===== config.mk =====
export PLATFORM = sky130hd
export DESIGN_NAME = codec_test_bank
export DESIGN_NICKNAME = d
export VERILOG_FILES = /design/src/codec_test_pkg.sv /design/src/test_byte_if.sv /design/src/test_byte_reg.sv /design/src/codec_test_bank.sv
export SDC_FILE = /design/constraint.sdc
export NUM_CORES = 1
export LEC_CHECK = 0
export ABC_AREA = 1
export ABC_CLOCK_PERIOD_IN_PS = 1620
export CORE_ASPECT_RATIO = 1.2
export CORE_MARGIN = 2
export CORE_UTILIZATION = 33
export CTS_BUF_LIST = sky130_fd_sc_hd__clkbuf_16
export DETAILED_ROUTE_END_ITERATION = 8
export DONT_BUFFER_PORTS = 1
export HOLD_SLACK_MARGIN = 0.03
export SYNTH_ARGS = -nofsm -noshare
export SYNTH_HDL_FRONTEND = slang
export SYNTH_SLANG_ARGS = --single-unit

===== constraint.sdc =====
create_clock -name pclk -period 1.62 [get_ports pclk]
set_input_delay 0 -clock pclk [delete_from_list [all_inputs] [get_ports pclk]]
set_output_delay 0 -clock pclk [all_outputs]
set_load 0.05 [all_outputs]

===== src/codec_test_pkg.sv =====
`default_nettype none
package codec_test_pkg;

    // ------------------------------------------------------------
    // Register indices (byte address = index * 4)
    // ------------------------------------------------------------
    localparam logic [9:0] IDX_TEST_INPUT_BYTE0  = 10'h11e;
    localparam logic [9:0] IDX_TEST_INPUT_BYTE4  = 10'h122;
    localparam logic [9:0] IDX_TEST_INPUT_BYTE5  = 10'h123;
    localparam logic [9:0] IDX_TEST_INPUT_BYTE6  = 10'h124;
    localparam logic [9:0] IDX_CODEC_TEST_CTRL   = 10'h110;
    localparam logic [9:0] IDX_TEST_RESULT_BYTE0 = 10'h130;

    localparam int NUM_INPUT_BYTES  = 9;
    localparam int NUM_ENC_BYTES    = 8;
    localparam int NUM_RESULT_BYTES = 9;

    // ------------------------------------------------------------
    // Control fields and reset values
    // ------------------------------------------------------------
    localparam int POS_MANUAL_ECC_ENABLE = 0;
    localparam int POS_CODEC_PATH_SELECT = 1;
    localparam logic [1:0] RESET_CODEC_TEST_CTRL = 2'h0;
    localparam logic [7:0] RESET_TEST_INPUT_BYTE = 8'h00;

    localparam logic CODEC_PATH_DECODER = 1'b0;
    localparam logic CODEC_PATH_ENCODER = 1'b1;

endpackage
`default_nettype wire


===== src/test_byte_if.sv =====
`default_nettype none
interface test_byte_if;
    logic       wr_en;
    logic [7:0] wr_data;
    logic [7:0] value;

    modport store (input wr_en, input wr_data, output value);
    modport bank  (output wr_en, output wr_data, input value);
endinterface
`default_nettype wire


===== src/test_byte_reg.sv =====
`default_nettype none
module test_byte_reg
    import codec_test_pkg::*;
(
    input  wire logic          pclk,
    input  wire logic          presetn,
    test_byte_if.store         port
);

    logic [7:0] stored;
    logic [7:0] next_stored;

    always_comb
    begin
        next_stored = stored;
        if (port.wr_en)
        begin
            next_stored = port.wr_data;
        end
    end

    always_ff @(posedge pclk or negedge presetn)
    begin
        if (!presetn)
        begin
            stored <= RESET_TEST_INPUT_BYTE;
        end
        else
        begin
            stored <= next_stored;
        end
    end

    assign port.value = stored;

endmodule
`default_nettype wire


===== src/codec_test_bank.sv =====
// What this block does
// Test input bytes drive the codec only while manual-mode ECC is enabled.
// With path select at 1, bytes zero to seven go to the encoder.
// With path select at 0, bytes zero to eight go to the decoder.
// Software reads the result bytes back after loading inputs and checks them.
// Test input byte four is an 8-bit read/write register at index 0x122, reset to zero.
// In encoder mode byte eight is ignored and its stored value is left alone.
//
// Added by the designer: register access over APB.
`default_nettype none
module codec_test_bank
    import codec_test_pkg::*;
(
    input  wire logic                                  pclk,
    input  wire logic                                  presetn,
    input  wire logic                                  psel,
    input  wire logic                                  penable,
    input  wire logic                                  pwrite,
    input  wire logic [11:0]                           paddr,
    input  wire logic [31:0]                           pwdata,
    output logic [31:0]                                prdata,
    output logic                                       pready,
    output logic                                       pslverr,
    input  wire logic [NUM_RESULT_BYTES-1:0][7:0]      codec_test_result_byte,
    output logic                                       enc_valid,
    output logic [NUM_ENC_BYTES-1:0][7:0]              enc_data,
    output logic                                       dec_valid,
    output logic [NUM_INPUT_BYTES-1:0][7:0]            dec_data
);

    // ------------------------------------------------------------
    // Register storage
    // ------------------------------------------------------------
    logic [1:0]                             ctrl;
    logic [1:0]                             next_ctrl;
    logic [NUM_INPUT_BYTES-1:0][7:0]        codec_test_input_byte;
    logic [NUM_INPUT_BYTES-1:0]             byte_wr;
    logic [9:0]                             idx;
    logic                                   setup;
    logic                                   access_wr;
    logic [31:0]                            rd_word;
    logic [31:0]                            next_prdata;
    logic                                   rd_err;
    logic                                   next_pslverr;
    logic [9:0]                             in_off;
    logic [9:0]                             res_off;
    logic                                   manual_ecc_enable;
    logic                                   codec_path_select;

    test_byte_if byte_if [NUM_INPUT_BYTES] ();

    // ------------------------------------------------------------
    // Bus decode
    // ------------------------------------------------------------
    assign idx       = paddr[11:2];
    assign setup     = psel && !penable;
    assign access_wr = psel && penable && pwrite;
    assign in_off    = idx - IDX_TEST_INPUT_BYTE0;
    assign res_off   = idx - IDX_TEST_RESULT_BYTE0;

    assign manual_ecc_enable = ctrl[POS_MANUAL_ECC_ENABLE];
    assign codec_path_select = ctrl[POS_CODEC_PATH_SELECT];

    // ------------------------------------------------------------
    // Test input bytes
    // ------------------------------------------------------------
    genvar g;
    generate
        for (g = 0; g < NUM_INPUT_BYTES; g++)
        begin : g_byte
            // Each byte is an independent word; byte four lands on index 0x122
            assign byte_wr[g]            = access_wr && (in_off == 10'(g));
            assign byte_if[g].wr_en      = byte_wr[g];
            assign byte_if[g].wr_data    = pwdata[7:0];
            assign codec_test_input_byte[g] = byte_if[g].value;
            test_byte_reg u_byte (
                .pclk    (pclk),
                .presetn (presetn),
                .port    (byte_if[g])
            );
        end
    endgenerate

    // ------------------------------------------------------------
    // Control register
    // ------------------------------------------------------------
    always_comb
    begin
        next_ctrl = ctrl;
        // Writes land even while a path is enabled
        if (access_wr && idx == IDX_CODEC_TEST_CTRL)
        begin
            next_ctrl = pwdata[1:0];
        end
    end

    always_ff @(posedge pclk or negedge presetn)
    begin
        if (!presetn)
        begin
            ctrl <= RESET_CODEC_TEST_CTRL;
        end
        else
        begin
            ctrl <= next_ctrl;
        end
    end

    // ------------------------------------------------------------
    // Read decode
    // ------------------------------------------------------------
    // Decoded in setup so data leaves a flop with no wait state
    always_comb
    begin
        rd_word = 32'h0000_0000;
        rd_err  = 1'b0;
        if (idx == IDX_CODEC_TEST_CTRL)
        begin
            rd_word = {30'h0000_0000, ctrl};
        end
        else if (idx >= IDX_TEST_INPUT_BYTE0 && in_off < 10'(NUM_INPUT_BYTES))
        begin
            rd_word = {24'h00_0000, codec_test_input_byte[in_off[3:0]]};
        end
        else if (idx >= IDX_TEST_RESULT_BYTE0 && res_off < 10'(NUM_RESULT_BYTES))
        begin
            // Result bytes are what software compares against expectations
            rd_word = {24'h00_0000, codec_test_result_byte[res_off[3:0]]};
        end
        else
        begin
            rd_err = 1'b1;
        end
    end

    // ------------------------------------------------------------
    // Read data register
    // ------------------------------------------------------------
    always_comb
    begin
        next_prdata  = prdata;
        next_pslverr = pslverr;
        if (setup)
        begin
            next_prdata  = pwrite ? 32'h0000_0000 : rd_word;
            next_pslverr = rd_err;
        end
    end

    always_ff @(posedge pclk or negedge presetn)
    begin
        if (!presetn)
        begin
            prdata  <= 32'h0000_0000;
            pslverr <= 1'b0;
        end
        else
        begin
            prdata  <= next_prdata;
            pslverr <= next_pslverr;
        end
    end

    // ------------------------------------------------------------
    // Ready
    // ------------------------------------------------------------
    // Zero wait states: data already loaded at setup
    assign pready = 1'b1;

    // ------------------------------------------------------------
    // Codec stimulus
    // ------------------------------------------------------------
    logic                               next_enc_valid;
    logic                               next_dec_valid;
    logic [NUM_ENC_BYTES-1:0][7:0]      next_enc_data;
    logic [NUM_INPUT_BYTES-1:0][7:0]    next_dec_data;

    // Idle paths are held at zero so the codec never sees stale bytes
    always_comb
    begin
        next_enc_valid = 1'b0;
        next_dec_valid = 1'b0;
        next_enc_data  = '0;
        next_dec_data  = '0;
        if (manual_ecc_enable)
        begin
            if (codec_path_select == CODEC_PATH_ENCODER)
            begin
                next_enc_valid = 1'b1;
                // Byte eight is not routed and is never rewritten here
                next_enc_data  = codec_test_input_byte[NUM_ENC_BYTES-1:0]; // see
            end
            else
            begin
                next_dec_valid = 1'b1;
                next_dec_data  = codec_test_input_byte;
            end
        end
    end

    // ------------------------------------------------------------
    // Codec output registers
    // ------------------------------------------------------------
    // Registered so the codec never sees decode glitches
    always_ff @(posedge pclk or negedge presetn)
    begin
        if (!presetn)
        begin
            enc_valid <= 1'b0;
            dec_valid <= 1'b0;
            enc_data  <= '0;
            dec_data  <= '0;
        end
        else
        begin
            enc_valid <= next_enc_valid;
            dec_valid <= next_dec_valid;
            enc_data  <= next_enc_data;
            dec_data  <= next_dec_data;
        end
    end

endmodule
`default_nettype wire


# Word level (Yosys, flattened, before mapping)
# Index checks and enable logic that the tools add are counted.
[word_totals] input_bits=121 output_inout_bits=172 ff_bits=245
[op_classes] add_sub_neg=2 mux=19 n_eq_ne=9 magnitude_cmp=6 n_reduce_logical=17
[ops] operator="72-bit two-way mux" count=2
[ops] operator="64-bit two-way mux" count=2
[ops] operator="8-bit binary-select mux with 4-bit select" count=2
[ops] operator="10-bit by 3-bit equality test with 1-bit output (second input constant)" count=4
[ops] operator="8-bit two-way mux" count=5
[ops] operator="32-bit two-way mux" count=1
[ops] operator="10-bit by 2-bit equality test with 1-bit output (second input constant)" count=2
[ops] operator="10-bit by 9-bit greater-or-equal comparator with 1-bit output (second input constant)" count=2
[ops] operator="10-bit by 4-bit less-than comparator with 1-bit output (second input constant)" count=2
[ops] operator="10-bit by 9-bit subtractor with 10-bit output (second input constant)" count=2
[ops] operator="1-bit logical AND" count=15
[ops] operator="10-bit by 1-bit equality test with 1-bit output (second input constant)" count=1
[ops] operator="10-bit by 4-bit equality test with 1-bit output (second input constant)" count=1
[ops] operator="10-bit by 9-bit equality test with 1-bit output (second input constant)" count=1
[ops] operator="10-bit logical NOT" count=1
[ops] operator="4-bit by 5-bit less-than comparator with 1-bit output (second input constant)" count=2
[ops] operator="1-bit two-way mux" count=7
[ops] operator="1-bit logical NOT" count=1

# Logic depth before layout (Yosys ltp)
[depth] ltp_word=7 mapped_depth=14 mapped_depth_nobuf=13

# Hierarchy
# Synthesis repeated with hierarchy kept, for this count alone.
[hier_totals] cells_unflattened=1162 hier_area_um2=9633.0
[by_module_without_submodules] module="codec_test_bank" cells_per_inst=856 area_each_um2=6885.4 instances=1
[by_module_without_submodules] module="test_byte_reg" cells_per_inst=34 area_each_um2=305.3 instances=9

# Least setup slack after synthesis
# No wires, ideal clock.
[synth_path] kind="in2reg" start="input port paddr[3]" end="register g_byte[4].u_byte.stored[0]" n_path_buf=3 setup_slack_ns=-0.144 arrival_ns=1.648 path_stages=12 path_cell_list="buf_2 -> inv_2 -> clkbuf_1 -> ha_1 -> inv_1 -> nor2_2 -> nand2_4 -> inv_2 -> buf_6 -> nand2_4 -> nand2_1 -> nand2_1"
[synth_via] elab_chain_len=3
[synth_lines] item="start, declared" line="codec_test_bank.sv:19" rtl="input wire logic [11:0] paddr,"
[synth_lines] item="10-bit by 9-bit subtractor with 10-bit output" line="codec_test_bank.sv:58" rtl="assign in_off = idx - IDX_TEST_INPUT_BYTE0;"
[synth_lines] item="10-bit by 3-bit equality test with 1-bit output" line="codec_test_bank.sv:72" rtl="assign byte_wr[g] = access_wr && (in_off == 10'(g));"
[synth_lines] item="1-bit logical AND" line="codec_test_bank.sv:72"
[synth_lines] item="end signal, assigned" line="test_byte_reg.sv:30" rtl="stored <= next_stored;"
[synth_lines] item="end, declared" line="test_byte_reg.sv:10" rtl="logic [7:0] stored;"
# No other way between the ends.
# A chain may end at the register's enable or synchronous reset.

# Worst setup path after layout
[layout_path] start="input port paddr[11]" end="register g_byte[7].u_byte.stored[3]"
[layout_via] elab_chain_len=3
[layout_lines] item="10-bit by 9-bit subtractor with 10-bit output" line="codec_test_bank.sv:58"
[layout_lines] item="10-bit by 3-bit equality test with 1-bit output" line="codec_test_bank.sv:72"
[layout_lines] item="1-bit logical AND" line="codec_test_bank.sv:72"
[layout_lines] item="end signal, assigned" line="test_byte_reg.sv:30"
[layout_lines] item="end, declared" line="test_byte_reg.sv:10"
# No other way between the ends.

==> impl_results.md <==
* DP Area at about 0.010 mm2
* Violated checks: negative hold slack
* Yosys reg bits at ~220
* PwrDens at between 1000 and 1500 mW/mm2
* Clock H-tree levels at 1
* Layout area overhead at 19.4%
* Synth Warn # at 0
* DRC at 0
* GR Util All Layers at 18.1%
* Number of detailed-route iterations in the first pass at 5
* Post-synth top area cell: dfrtp_1
* Min Hold Slack at -0.819 ns
* Critical Path Sink: g_byte[7].u_byte.port.value[3]$_DFFE_PN0P_
* Core area at 0.0289 mm2
* WP buf/inv at 3
* Die ar. at 0.0309 mm2
* ANT nets after route at 0
* Maximum clock insertion buffer count at 3
* Sequential Power Share at around 47%
* Top FF cell, synth: dfrtp_1
* Share of layout cells above drive strength 1 at a little under an eighth
* Worst-skew pair later-pin latency at between 0.5 and 0.6 ns
* Status: finished, violations left
* CP Launch Type: input port
* Max transition margin at 57.5%
* Post-synth cell types at 35
* Num CTS Buffers at 23
* Post-synth top area share at about 57%
* CP required at ~2.1 ns
* R2r endpoint: prdata[1]$_DFFE_PN0P_
* CTS clk-pin slew, worst paths at 0.06 ns
* Worst slack at placement at ~0.06 ns
* Max-cap violations at 0
* Setup crit start: paddr[11]
* Final Hold Violating Endpoints at roughly 220
* Number of port buffers at 0
* Total grt overflow at 0
* Final setup fails at 0
* Die Y at a little under 200 um
* WP depth at 10
* Nets at between 1000 and 1500
* CTS tree: built
* VDD IR max at between 0.6 and 0.7 mV
* Post-synth EDFFs at 0
* Drt total wl at around 29 mm
* Cell-internal power at around 9.1 mW
* Peak Freq at around 0.63 GHz
* CP most frequent cell: nand2_1
* Net Sw Frac at 24.2%
* Avg Inst Size Synth at 8.25 um2
* DP Wirelength at 20.3 mm
* Period minus WS final at ~1.6 ns
* Critical Path Fanout Max at 7
* CP endpoint kind: flip-flop
* Arrival @ worst endpoint at about 2 ns
* Static leakage at around 5.9 nW
* Combinational Power Share at 7.3%
* Final core occ at 40.1%
* Initial antenna violation count at 1
* Synth area leaders: dfrtp_1 57%, nand2_1 13%, nor2_1 8.3%
* Slew @ Worst Pin at ~0.64 ns
* I/O Pins at 293
* Via count at 7815
* Psw at 2.90 mW
* RePlAce Congestion at ~0.90
* Crit path max-delay family: buffers and inverters
* Post-Synthesis Cell Area at just under 0.01 mm2
* Root Buffer: clkbuf_16
* Final period util at 98.1%
* TritonCTS sink count at ~220
* Hold buffers post-CTS at 45
* Crit path largest cell delay at 0.59 ns
* Slew Limit Fails at 0
* Fin area at between 0.01 and 0.015 mm2
* Final worst setup slack at just over 0.03 ns
* Vias in the first global route at 7372
* Largest net degree at the start of global routing at roughly 220
* DR WL/cell at around 18 um
* Post-Syn Instances at approximately 1200
* CP max-delay cell: dlygate4sd3_1
* Total Power at 12.0 mW
* Fraction of registers with async set/reset at between 90% and 100%
* Seq/Total Area, Yosys at between 50% and 60%
* Vias per cell at 4.76
* Post-synth top cells: 342 x nand2_1, 221 x dfrtp_1, 214 x nor2_1, 126 x inv_1, 72 x nand3_1
* First-pass GRT wire length at between 40 and 50 mm
* Most numerous cell in the Yosys netlist: nand2_1
* Clock Skew at about 0.0073 ns
* Share of power burned in the clock network at between 40% and 50%
* R2R depth at 10
* Die width at 161 um
* 1st-iter DRT viols at 890
* R2R setup slack at 0.28 ns
* Worst setup path category: input port to flip-flop
* Starting Density at approximately a third
* Cells along the critical path: dlygate4sd3_1, inv_1, nand2_1, nand2_1, nor2_4, nand2_4, nor2_4, nand2_1, dlygate4sd3_1, nand2_1
* R2R Path Start: g_byte[3].u_byte.port.value[1]$_DFFE_PN0P_
* Floorplan row count at 68
* Worst Hold Class: input port to asynchronous set/reset pin
what timing repair did:
item | 4_1_cts | 5_1_grt
endpoints found under the hold margin | 304 | 221
setup endpoints to repair | 0 | 44
gates resized for setup | 0 | 9
buffers inserted | 0 | 11
per-layer routing:
metal	vias to the layer above	track usage, %	wire length [um]
li1	3639	-	-
met1	3811	22.7	11600
met2	321	31.3	14700
met3	44	4.19	2210
met4	0	5.19	767
met5	-	0	0
flip-flops by register name (all words and copies together) (netlist names):
name,flops
dec_valid,1
enc_valid,1
pslverr,1
prdata,8
dec_data,72
g_byte.u_byte.port.value,72
ctrl,2
enc_data,64
power groups by stage:
stage	sequential (mW)	combinational (mW)	clock, mW
finish	5.56	0.873	5.54
global route	5.56	0.945	5.84
CTS	5.56	0.838	5.64
detailed placement	5.67	0.719	0
global placement	5.67	0.714	0
floorplan	5.66	0.620	0
worst min-delay path by stage:
stage / start / to / cells past startpoint
floorplan: presetn / ctrl[0]$_DFFE_PN0P_ / 0
global placement: presetn / enc_data[41]$_DFF_PN0_ / 0
detailed placement: presetn / enc_data[41]$_DFF_PN0_ / 0
CTS: presetn / g_byte[8].u_byte.port.value[0]$_DFFE_PN0P_ / 0
global route: presetn / enc_data[36]$_DFF_PN0_ / 0
finish: presetn / enc_data[41]$_DFF_PN0_ / 0
layout make-up:
class / instances / area (um2)
timing repair buffer: 81 / 836
tap: 385 / 482
inverter: 137 / 519
multi-input combinational: 777 / 3440
antenna: 1 / 2.50
sequential: 221 / 5530
clock buffer: 23 / 576
clock inverter: 18 / 219
fill: 2917 / 17300
through the flow:
step,instances,TNS (ns)
6_report,1643,0
3_3_place_gp,1546,0
2_1_floorplan,1202,0
3_5_place_dp,1546,0
5_1_grt,1643,-0.0642
4_1_cts,1632,0
placed cells by master, fill, tap and decap left out, types with 2 or more instances in the layout:
master,instances
a21oi_1,22
buf_12,8
buf_4,29
bufinv_16,4
clkbuf_16,24
clkinv_1,4
clkinv_2,2
clkinvlp_4,6
conb_1,25
dfrtp_1,221
dlygate4sd3_1,42
inv_1,127
inv_2,9
inv_6,2
mux2_2,2
nand2_1,341
nand2_2,14
nand2_4,6
nand3_1,71
nand3_2,2
nand3_4,2
nand3b_1,2
nand4_1,14
nor2_1,210
nor2_2,11
nor2_4,8
nor3_1,2
o21ai_0,28
o21bai_1,2
or2_2,6
cells by family (layout without fill, tap and decap cells):
| family | after synthesis | in the layout | share of synthesized area (%) |
|---|---|---|---|
| simple gates | 690 | 690 | 30.1 |
| flops | 221 | 221 | 56.9 |
| buf+inv | 204 | 259 | 9.24 |
| compound gates | 57 | 57 | 3.06 |
| fa+ha+maj | 2 | 2 | 0.257 |
| other cells | 2 | 26 | 0.0772 |
| mux | 2 | 2 | 0.232 |
| xor+xnor | 1 | 1 | 0.167 |
Power figures use the tool's default switching activity.
